[src/hdl/ais_pkg.sv]
package ais_pkg;

  // ----------------------------------------------------------------
  // Register map, word indexes on the plain register port
  // ----------------------------------------------------------------
  localparam logic [2:0] ADDR_INPUT_SELECT = 3'h0;
  localparam logic [2:0] ADDR_PIN_ANALOG_CONFIG = 3'h1;
  localparam logic [2:0] ADDR_SCAN_SELECT = 3'h2;
  localparam logic [2:0] ADDR_CONV_CONTROL = 3'h3;
  localparam logic [2:0] ADDR_STATUS = 3'h4;

  // ----------------------------------------------------------------
  // Writable bit masks and reset values
  // ----------------------------------------------------------------
  localparam logic [15:0] MASK_INPUT_SELECT = 16'h8F8F;
  localparam logic [15:0] MASK_PIN_CONFIG = 16'h9FFF;
  localparam logic [15:0] MASK_SCAN_SELECT = 16'h9FFF;
  localparam logic [15:0] MASK_CONV_CONTROL = 16'h03FF;
  localparam logic [15:0] RESET_REG = 16'h0000;

  // ----------------------------------------------------------------
  // Field positions
  // ----------------------------------------------------------------
  localparam int NEG_SEL_B_BIT = 15;
  localparam int POS_SEL_B_LSB = 8;
  localparam int NEG_SEL_A_BIT = 7;
  localparam int POS_SEL_A_LSB = 0;
  localparam int BANDGAP_BIT = 15;
  localparam int SCAN_ENABLE_BIT = 8;
  localparam int ALT_MODE_BIT = 9;
  localparam int STAT_MUX_B_BIT = 4;
  localparam int STAT_NEG_BIT = 5;

  // ----------------------------------------------------------------
  // Channel codes and clock timing
  // ----------------------------------------------------------------
  localparam logic [3:0] BANDGAP_CHANNEL = 4'hF;
  localparam logic [7:0] DIV_MAX_VALID = 8'h3F;
  localparam int OSC_PER_CYCLE = 2;

  typedef struct packed {
    logic [2:0] addr;
    logic [15:0] wdata;
    logic wr;
    logic rd;
  } ais_bus_req_type;

  typedef enum logic [0:0] {
    MUX_A = 1'b0,
    MUX_B = 1'b1
  } ais_mux_type;

endpackage : ais_pkg

[src/hdl/ais_input_config.sv]
`timescale 1ns/1ps
`default_nettype none

module ais_input_config (
  // Clock and reset
  input wire logic clk_in,
  input wire logic rst_b_in,
  // Register port
  input wire ais_pkg::ais_bus_req_type bus_in,
  output logic [15:0] rdata_out,
  // Converter core sequencing
  input wire logic seq_restart_in,
  input wire logic sample_done_in,
  // Input selection to the sample/hold
  output logic [3:0] pos_channel_out,
  output logic neg_is_an1_out,
  output logic mux_b_active_out,
  // Pin and reference configuration
  output logic [12:0] pin_digital_out,
  output logic bandgap_enable_out,
  // Conversion clock
  output logic conv_clk_en_out
);

  logic [15:0] input_select_q;
  logic [15:0] pin_config_q;
  logic [15:0] scan_select_q;
  logic [15:0] conv_control_q;
  logic [15:0] rdata_q;
  logic [15:0] rdata_d;
  logic [15:0] scan_mask;
  logic [3:0] scan_idx_q;
  logic scan_active;
  logic alt_mode;
  ais_pkg::ais_mux_type mux_q;
  logic [3:0] pos_channel_q;
  logic neg_is_an1_q;
  logic [7:0] period_len;
  logic [7:0] period_cnt_q;

  // ----------------------------------------------------------------
  // Helper functions
  // ----------------------------------------------------------------
  // First selected channel strictly after cur, ascending with wrap.
  function automatic logic [3:0] next_scan(input logic [3:0] cur, input logic [15:0] mask);
    logic [3:0] idx;
    logic [3:0] found;
    logic hit;
    found = cur;
    hit = 1'b0;
    for (int i = 1; i <= 16; i++) begin
      idx = cur + i[3:0];
      if (!hit && mask[idx]) begin
        found = idx;
        hit = 1'b1;
      end
    end
    return found;
  endfunction : next_scan

  // Oscillator periods per conversion clock; reserved dividers saturate.
  function automatic logic [7:0] conv_len(input logic [7:0] div);
    logic [7:0] d;
    d = (div > ais_pkg::DIV_MAX_VALID) ? ais_pkg::DIV_MAX_VALID : div;
    return 8'((d + 8'h01) * 8'(ais_pkg::OSC_PER_CYCLE));
  endfunction : conv_len

  // ----------------------------------------------------------------
  // Register writes
  // ----------------------------------------------------------------
  always_ff @(posedge clk_in) begin
    if (!rst_b_in) begin
      input_select_q <= ais_pkg::RESET_REG;
      pin_config_q <= ais_pkg::RESET_REG;
      scan_select_q <= ais_pkg::RESET_REG;
      conv_control_q <= ais_pkg::RESET_REG;
    end else if (bus_in.wr) begin
      case (bus_in.addr)
        ais_pkg::ADDR_INPUT_SELECT: input_select_q <= bus_in.wdata & ais_pkg::MASK_INPUT_SELECT;
        ais_pkg::ADDR_PIN_ANALOG_CONFIG: pin_config_q <= bus_in.wdata & ais_pkg::MASK_PIN_CONFIG;
        ais_pkg::ADDR_SCAN_SELECT: scan_select_q <= bus_in.wdata & ais_pkg::MASK_SCAN_SELECT;
        ais_pkg::ADDR_CONV_CONTROL: conv_control_q <= bus_in.wdata & ais_pkg::MASK_CONV_CONTROL;
        default: begin
        end
      endcase
    end
  end

  // ----------------------------------------------------------------
  // Register reads, data one cycle after the strobe
  // ----------------------------------------------------------------
  always_comb begin
    case (bus_in.addr)
      ais_pkg::ADDR_INPUT_SELECT: rdata_d = input_select_q;
      ais_pkg::ADDR_PIN_ANALOG_CONFIG: rdata_d = pin_config_q;
      ais_pkg::ADDR_SCAN_SELECT: rdata_d = scan_select_q;
      ais_pkg::ADDR_CONV_CONTROL: rdata_d = conv_control_q;
      ais_pkg::ADDR_STATUS: rdata_d = {10'h000, neg_is_an1_q, mux_q == ais_pkg::MUX_B, pos_channel_q};
      default: rdata_d = 16'h0000;
    endcase
  end

  always_ff @(posedge clk_in) begin
    if (!rst_b_in) begin
      rdata_q <= 16'h0000;
    end else if (bus_in.rd) begin
      rdata_q <= rdata_d;
    end else begin
      rdata_q <= 16'h0000;
    end
  end

  assign rdata_out = rdata_q;

  // ----------------------------------------------------------------
  // Pin and reference configuration
  // ----------------------------------------------------------------
  assign pin_digital_out = pin_config_q[12:0];
  assign bandgap_enable_out = ~pin_config_q[ais_pkg::BANDGAP_BIT];

  // ----------------------------------------------------------------
  // Scan sequencing and multiplexer alternation
  // ----------------------------------------------------------------
  assign scan_mask = {scan_select_q[ais_pkg::BANDGAP_BIT], 2'b00, scan_select_q[12:0]};
  assign scan_active = conv_control_q[ais_pkg::SCAN_ENABLE_BIT] && (scan_mask != 16'h0000);
  assign alt_mode = conv_control_q[ais_pkg::ALT_MODE_BIT];

  always_ff @(posedge clk_in) begin
    if (!rst_b_in) begin
      mux_q <= ais_pkg::MUX_A;
    end else if (seq_restart_in || !alt_mode) begin
      mux_q <= ais_pkg::MUX_A;
    end else if (sample_done_in) begin
      mux_q <= (mux_q == ais_pkg::MUX_A) ? ais_pkg::MUX_B : ais_pkg::MUX_A;
    end
  end

  always_ff @(posedge clk_in) begin
    if (!rst_b_in) begin
      scan_idx_q <= 4'h0;
    end else if (seq_restart_in || !scan_active) begin
      scan_idx_q <= next_scan(4'hF, scan_mask);
    end else if (!scan_mask[scan_idx_q]) begin
      scan_idx_q <= next_scan(scan_idx_q, scan_mask);
    end else if (sample_done_in && mux_q == ais_pkg::MUX_A) begin
      scan_idx_q <= next_scan(scan_idx_q, scan_mask);
    end
  end

  // ----------------------------------------------------------------
  // Registered channel selection to the sample/hold
  // ----------------------------------------------------------------
  always_ff @(posedge clk_in) begin
    if (!rst_b_in) begin
      pos_channel_q <= 4'h0;
      neg_is_an1_q <= 1'b0;
    end else if (mux_q == ais_pkg::MUX_B) begin
      pos_channel_q <= input_select_q[ais_pkg::POS_SEL_B_LSB +: 4];
      neg_is_an1_q <= input_select_q[ais_pkg::NEG_SEL_B_BIT];
    end else begin
      pos_channel_q <= scan_active ? scan_idx_q : input_select_q[ais_pkg::POS_SEL_A_LSB +: 4];
      neg_is_an1_q <= input_select_q[ais_pkg::NEG_SEL_A_BIT];
    end
  end

  assign pos_channel_out = pos_channel_q;
  assign neg_is_an1_out = neg_is_an1_q;
  assign mux_b_active_out = (mux_q == ais_pkg::MUX_B);

  // ----------------------------------------------------------------
  // Conversion clock enable
  // ----------------------------------------------------------------
  assign period_len = conv_len(conv_control_q[7:0]);

  always_ff @(posedge clk_in) begin
    if (!rst_b_in) begin
      period_cnt_q <= 8'h00;
    end else if (period_cnt_q >= period_len - 8'h01) begin
      period_cnt_q <= 8'h00;
    end else begin
      period_cnt_q <= period_cnt_q + 8'h01;
    end
  end

  assign conv_clk_en_out = (period_cnt_q >= period_len - 8'h01);

  // ----------------------------------------------------------------
  // Assertions
  // ----------------------------------------------------------------
  logic [7:0] gap_q;
  logic seen_q;
  logic [7:0] len_prev_q;

  always_ff @(posedge clk_in) begin
    if (!rst_b_in) begin
      gap_q <= 8'h01;
      seen_q <= 1'b0;
      len_prev_q <= 8'h02;
    end else begin
      gap_q <= conv_clk_en_out ? 8'h01 : gap_q + 8'h01;
      seen_q <= seen_q | conv_clk_en_out;
      len_prev_q <= period_len;
    end
  end
endmodule : ais_input_config

`default_nettype wire

[config.mk]
export PLATFORM = sky130hd
export DESIGN_NAME = ais_input_config
export DESIGN_NICKNAME = d
export VERILOG_FILES = /design/src/hdl/ais_pkg.sv /design/src/hdl/ais_input_config.sv
export SDC_FILE = /design/constraint.sdc
export NUM_CORES = 1
export LEC_CHECK = 0
export BUFFER_PORTS_ARGS = -buffer_cell sky130_fd_sc_hd__buf_2
export CELL_PAD_IN_SITES_DETAIL_PLACEMENT = 0
export CELL_PAD_IN_SITES_GLOBAL_PLACEMENT = 1
export CORE_ASPECT_RATIO = 1.5
export CORE_MARGIN = 2
export CORE_UTILIZATION = 23
export CTS_BUF_LIST = sky130_fd_sc_hd__clkbuf_16
export CTS_CLUSTER_DIAMETER = 100
export DETAILED_ROUTE_END_ITERATION = 16
export PLACE_DENSITY = 0.57
export SYNTH_ARGS = -nofsm -noshare
export SYNTH_HDL_FRONTEND = slang
export SYNTH_SLANG_ARGS = --single-unit
export TNS_END_PERCENT = 100
[constraint.sdc]
create_clock -name clk_in -period 9.92 [get_ports clk_in]
set_clock_uncertainty 0.15 [all_clocks]
set_input_delay 0.496 -clock clk_in [delete_from_list [all_inputs] [get_ports clk_in]]
set_output_delay 0.496 -clock clk_in [all_outputs]
set_load 0.01 [all_outputs]
==> results of run 1 <==
==> path summary, 6_finish.rpt <==
check	startpoint	endpoint	slack, ps	cells past startpoint
min reg2reg	conv_control_q[9]	mux_b_active_out	300	2
min	seq_restart_in	mux_b_active_out	210	2
max	scan_idx_q[1]	scan_idx_q[2]	5070	12
max reg2reg	scan_idx_q[1]	scan_idx_q[2]	5070	12
==> synth_stat cells (all sizes together), types with 3 or more instances <==
master / n
nand2: 138
dfxtp: 80
nor2: 65
a21boi: 49
buf: 36
o21ai: 31
a21oi: 29
mux4: 29
clkbuf: 26
mux2i: 24
inv: 19
nand3: 18
ha: 17
nor3: 15
xnor2: 15
mux2: 14
a31oi: 10
a21o: 8
xor2: 8
a211oi: 7
a22oi: 7
o21a: 7
a221oi: 6
nand2b: 6
nor2b: 6
o211ai: 6
o22ai: 6
a2111oi: 5
and2: 5
and3: 5
nand4: 5
a2bb2oi: 4
o211a: 4
o2bb2ai: 4
or2: 4
a311oi: 3
and4: 3
clkinv: 3
nand3b: 3
nor3b: 3
nor4: 3
o32ai: 3
==> area by class of cell <==
class / count / area, µm²
Clock buffer: 9 / 225
Clock inverter: 7 / 72.6
Fill cell: 3029 / 20000
Inverter: 22 / 82.6
Multi-Input combinational cell: 594 / 4270
Sequential cell: 80 / 1600
Tap cell: 342 / 428
Timing Repair Buffer: 63 / 330
==> per-stage QoR <==
step / utilization / area [µm²] / setup WS, ps / std cells / hold slack [ps]
detailed placement: 0.248 / 6710 / 5150 / 1101 / 294
CTS: 0.259 / 7010 / 5140 / 1117 / 196
finish: 0.259 / 7010 / 5070 / 1117 / 215
floorplan: - / 6290 / 6140 / 758 / 274
global placement: 0.248 / 6710 / 5130 / 1101 / 286
global route: 0.259 / 7010 / 4800 / 1117 / 211
==> cell families (layout without fill, tap and decap cells) <==
| family | count (synthesis) | in the layout | share of synthesized area |
|---|---|---|---|
| compound gates | 202 | 202 | 0.229 |
| xor+xnor | 23 | 23 | 0.0380 |
| fa+ha+maj | 17 | 17 | 0.0338 |
| flops | 80 | 80 | 0.255 |
| mux | 67 | 67 | 0.169 |
| buf+inv | 84 | 101 | 0.0676 |
| other cells | 1 | 2 | 0.000596 |
| simple gates | 283 | 283 | 0.207 |
==> state kept, by name, summed over array words and instances (netlist names) <==
name,flops
scan_idx_q,4
conv_control_q,10
neg_is_an1_out,1
scan_select_q,14
period_cnt_q,8
rdata_out,14
mux_b_active_out,1
input_select_q,10
pin_config_q,14
pos_channel_out,4
==> placed cells by master, fill, tap and decap left out, types with 7 or more instances in the layout <==
cell type and n:
clkbuf_16 9, inv_1 19, mux4_2 29, nor3_1 13, o21ai_0 27, mux2_2 13
a22oi_1 7, a211oi_1 7, a21boi_0 47, a31oi_1 10, nand2_1 138, a21oi_1 27
nand3_1 18, nor2_1 63, xnor2_1 12, buf_2 57, ha_1 17, o21a_1 7
dfxtp_1 80, mux2i_1 23, a21o_1 8
==> power by group <==
part	switching, mW	leakage [nW]	internal, mW
clock	0.143	0.141	0.195
combinational	0.239	1.75	0.159
sequential	0.0157	0.648	0.333
==> per-layer routing <==
metal | global-route usage | wire, µm | vias up
met5 | 0 | 0 | -
met4 | 0.0714 | 824 | 0
met3 | 0.0169 | 616 | 36
met2 | 0.299 | 12200 | 135
met1 | 0.164 | 8440 | 2766
li1 | - | - | 2756
==> worst max-delay path: cells and delay by family, from the launching register on <==
kind / cells / cell delay, ps
AND/OR/NAND/NOR: 3 / 1180
multiplexers: 2 / 1080
adder cells (fa/ha/maj): 1 / 940
buffers and inverters: 3 / 680
AO/OA/AOI/OAI: 3 / 360
flip-flops: 1 / 310
==> flow_metrics.env, run 1 <==
export IMPL_status="finished, final reports clean"
export IMPL_antenna_found_initial=0
export IMPL_grt_max_degree=61
export IMPL_vdd_drop_max_mv=0.121
export IMPL_clkSinkCount=80
export IMPL_grtUsageTotal=0.153
export IMPL_slowest_delay_ps=940
export IMPL_cts_root_buffer="clkbuf_16"
export IMPL_diodes=0
export IMPL_synth_top_area_frac=0.255
export IMPL_first_global_vias=5633
export IMPL_drc=0
export IMPL_cp_cell_sequence="buf_4, inv_1, ha_1, mux4_2, inv_1, mux4_2, nand4_1, nor3_2, o21a_1, a2111oi_0, nor3b_1, o21ai_1"
export IMPL_cp_slowest_cell="ha_1"
export IMPL_cp_start_kind="register"
export IMPL_firstDrtPassIters=4
export IMPL_insertion_delay_ps=350
export IMPL_synthCells=757
export IMPL_port_buffers=57
export IMPL_setup_viol=0
export IMPL_fin_crit_ps=4850
export IMPL_rows=74
export IMPL_path_class="register to register"
export IMPL_yosysTopAreaCell="dfxtp_1"
export IMPL_maxSlewViolCount=0
export IMPL_tns_ps=0
export IMPL_drive_above_1_share=0.187
export IMPL_yosysWarnings=0
export IMPL_dieWidth_um=139
export IMPL_vias_per_cell=5.10
export IMPL_synth_area_mm2=0.00629
export IMPL_pin_count=62
export IMPL_drt_initial_drc_count=354
export IMPL_maxSlewHeadroom=0.349
export IMPL_cts_hold_buf=0
export IMPL_maxCapViolations=0
export IMPL_finalCritPeriodShare=0.488
export IMPL_power_per_cell_area_mw_per_mm2=155
export IMPL_wire_per_inst_um=19.7
export IMPL_antenna_left=0
export IMPL_syn_area_per_cell_um2=8.31
export IMPL_place_congestion=0.860
export IMPL_htree_levels=3
export IMPL_globalRoute_totalOverflow=0
export IMPL_cts_buffers=9
export IMPL_initial_core_util=0.233
export IMPL_clock_path_buffers=2
export IMPL_ys_flop_type="dfxtp_1"
export IMPL_finalNetCount=812
export IMPL_syn_to_final_growth_pct=11.4
export IMPL_drt_wl_total_mm=22.0
export IMPL_via_count=5693
export IMPL_die_height_um=207
export IMPL_post_cts_resized=0
export IMPL_synthTopCellsByArea="dfxtp_1, mux4_2, nand2_1"
export IMPL_tightest_slew_ps=975
export IMPL_core_area_mm2=0.0270
export IMPL_rsz0062_at_grt="no"
export IMPL_async_reset_ff_frac=0
export IMPL_grt_pass1_wl_mm=33.8
export IMPL_synth_seq_cells=80
export IMPL_cp_max_fo=23
export IMPL_die_area_mm2=0.0287
export IMPL_cts_setup_buffers=0
export IMPL_seq_area_frac_synth=0.255
export IMPL_ys_types=76
export IMPL_worstPathArrival_ps=4930
export IMPL_min_path_type="input port to register"
export IMPL_power_total_mw=1.09
export IMPL_hpwl_mm=16.9
export IMPL_fmax_ghz=0.206
export IMPL_end_kind="register"
export IMPL_hold_viol_final=0
export IMPL_cts_tree="done"
export IMPL_clk_pin_slew_ps=60
export IMPL_synth_edf_count=0
export IMPL_power_leakage_nw=2.54
export IMPL_required_ps=10000
Power figures use the tool's default switching activity.
==> inputs of run 2 (changes only) <==
==> constraint.sdc (replaced) <==
create_clock -name clk_in -period 4.7 [get_ports clk_in]
set_clock_uncertainty 0.15 [all_clocks]
set_input_delay 0.235 -clock clk_in [delete_from_list [all_inputs] [get_ports clk_in]]
set_output_delay 0.235 -clock clk_in [all_outputs]
set_load 0.01 [all_outputs]
==> run 2 against run 1 <==
Combinational power increased by 110%. Via count increased by 0.63%. Design area increased by 1.6%. Sequential power increased by 110%. Non-clock buffer count increased by 8. Worst setup slack got worse by 4400 ps. Flip-flop and latch count unchanged. Critical path type unchanged. Largest power group unchanged. Sequential share of layout area decreased by 0.35 points. Clock power increased by 140%. Maximum frequency increased by 19%. Total power increased by 120%.
==> flow_metrics.env, run 2 (synthesized netlist as in run 1, its figures left out) <==
export IMPL_status="finished, final reports clean"
export IMPL_drive_above_1_share=0.189
export IMPL_syn_to_final_growth_pct=13.1
export IMPL_grt_max_degree=60
export IMPL_place_congestion=0.869
export IMPL_maxSlewViolCount=0
export IMPL_via_count=5729
export IMPL_r2r_start="scan_idx_q[0]"
export IMPL_post_cts_resized=0
export IMPL_initial_core_util=0.233
export IMPL_tightest_slew_ps=976
export IMPL_end_kind="register"
export IMPL_n_fill_cell=3003
export IMPL_drt_initial_drc_count=329
export IMPL_cts_root_buffer="clkbuf_16"
export IMPL_diodes=0
export IMPL_path_class="register to register"
export IMPL_first_global_vias=5643
export IMPL_cts_buffers=9
export IMPL_drt_wl_total_mm=21.8
export IMPL_r2r_worst_path_cells=10
export IMPL_antenna_left=0
export IMPL_hold_start="bus_in[14]"
export IMPL_vias_per_cell=5.09
export IMPL_insertion_delay_ps=350
export IMPL_utilization=0.263
export IMPL_globalRoute_totalOverflow=0
export IMPL_cp_start_kind="register"
export IMPL_drc=0
export IMPL_grtUsageTotal=0.151
export IMPL_rsz0062_at_grt="no"
export IMPL_cts_hold_buf=4
export IMPL_clock_path_buffers=2
export IMPL_htree_levels=3
export IMPL_hold_viol_final=0
export IMPL_fmax_ghz=0.245
export IMPL_cp_cell_sequence="inv_1, ha_1, mux4_2, inv_1, mux4_2, nand4_1, a2111oi_0, nor3b_1, a221o_1, a31oi_1"
export IMPL_pin_count=62
export IMPL_dieWidth_um=139
export IMPL_power_leakage_nw=2.60
export IMPL_wire_per_inst_um=19.4
export IMPL_reg2reg_to="scan_idx_q[1]"
export IMPL_die_height_um=207
export IMPL_firstDrtPassIters=5
export IMPL_core_area_mm2=0.0270
export IMPL_hpwl_mm=16.8
export IMPL_cts_setup_buffers=0
export IMPL_antenna_found_initial=0
export IMPL_clockPowerShare=0.337
export IMPL_hold_path_depth=3
export IMPL_finalNetCount=820
export IMPL_internal_power_mw=1.56
export IMPL_setup_viol=0
export IMPL_cp_max_fo=14
export IMPL_grt_pass1_wl_mm=33.5
export IMPL_rows=74
export IMPL_switching_share=0.348
export IMPL_min_path_type="input port to register"
export IMPL_power_per_cell_area_mw_per_mm2=337
export IMPL_holdPathEnd="pin_config_q[12]"
export IMPL_maxSlewHeadroom=0.349
export IMPL_required_ps=4820
export IMPL_cts_tree="done"
export IMPL_port_buffers=57
export IMPL_cp_slowest_cell="ha_1"
export IMPL_tns_ps=0
export IMPL_r2r_setup_slack_ps=630
export IMPL_clkSinkCount=80
export IMPL_fin_crit_ps=4070
export IMPL_clk_pin_slew_ps=60
export IMPL_pwr_share_comb=0.355
export IMPL_final_cell_mix="nand2_1, dfxtp_1, nor2_1"
export IMPL_vdd_drop_max_mv=0.255
export IMPL_crit_start="scan_idx_q[0]"
export IMPL_p_switching_mw=0.836
export IMPL_finalCritPeriodShare=0.867
export IMPL_worstPathArrival_ps=4200
export IMPL_die_area_mm2=0.0287
export IMPL_maxCapViolations=0
export IMPL_final_common_cell="nand2_1"
export IMPL_slowest_delay_ps=670
export IMPL_seqPwrFrac=0.308
[run 2: cell count changes in the layout (fill, tap and decap cells not counted)]
cell           delta
bufinv_16         +2
inv_1             +1
buf_4             +4
clkinvlp_4        -1
dlygate4sd3_1     +4
clkinv_4          -2
[run 2: power groups by stage]
stage               sequential [mW]  combinational [mW]  clock [mW]
floorplan                     0.735               0.657           0
finish                        0.739               0.850       0.809
CTS                           0.739               0.850       0.832
detailed placement            0.755               0.845           0
global placement              0.755               0.850           0
global route                  0.744               0.924       0.854
[run 2: layer usage]
metal | up-vias | global-route usage | part of all wire
li1 | 2767 | - | -
met1 | 2792 | 0.162 | 0.38
met2 | 133 | 0.296 | 0.55
met3 | 37 | 0.0132 | 0.026
met4 | 0 | 0.0722 | 0.036
met5 | - | 0 | 0
[run 2: final cells by class]
cell class | count | area (µm²) | share of cell area
well taps | 342 | 428 | 0.0601
inverters | 22 | 82.6 | 0.0116
repair buffers | 71 | 400 | 0.0563
multi-input cells | 594 | 4270 | 0.600
clock inverters | 7 | 111 | 0.0157
flip-flops and latches | 80 | 1600 | 0.225
clock buffers | 9 | 225 | 0.0317
[run 2: per-stage QoR]
step / setup slack (ps) / instances / area (µm²) / power (mW) / hold slack, ps
floorplan: 916 / 758 / 6290 / 1.39 / 162
global placement: 723 / 1105 / 6740 / 1.60 / 291
detailed placement: 679 / 1105 / 6740 / 1.60 / 295
CTS: 643 / 1125 / 7110 / 2.42 / 0.577
global route: 350 / 1125 / 7110 / 2.52 / 9.81
finish: 625 / 1125 / 7110 / 2.40 / 4.45
[run 2: worst max-delay path, delay by kind of cell (launching register included)]
| family | cells | cell delay (ps) |
|---|---|---|
| compound gates | 3 | 1130 |
| mux | 2 | 1050 |
| fa+ha+maj | 1 | 670 |
| simple gates | 2 | 460 |
| flops | 1 | 330 |
| buf+inv | 2 | 180 |
[run 2: how the worst max path moves through the flow]
stage / cells past startpoint / end / slack (ps)
after global placement: 10 / scan_idx_q[1] / 720
after CTS: 10 / scan_idx_q[1] / 640
after global routing: 10 / scan_idx_q[1] / 350
after detailed placement: 10 / scan_idx_q[1] / 680
final: 10 / scan_idx_q[1] / 630
after floorplan: 13 / scan_idx_q[0] / 920
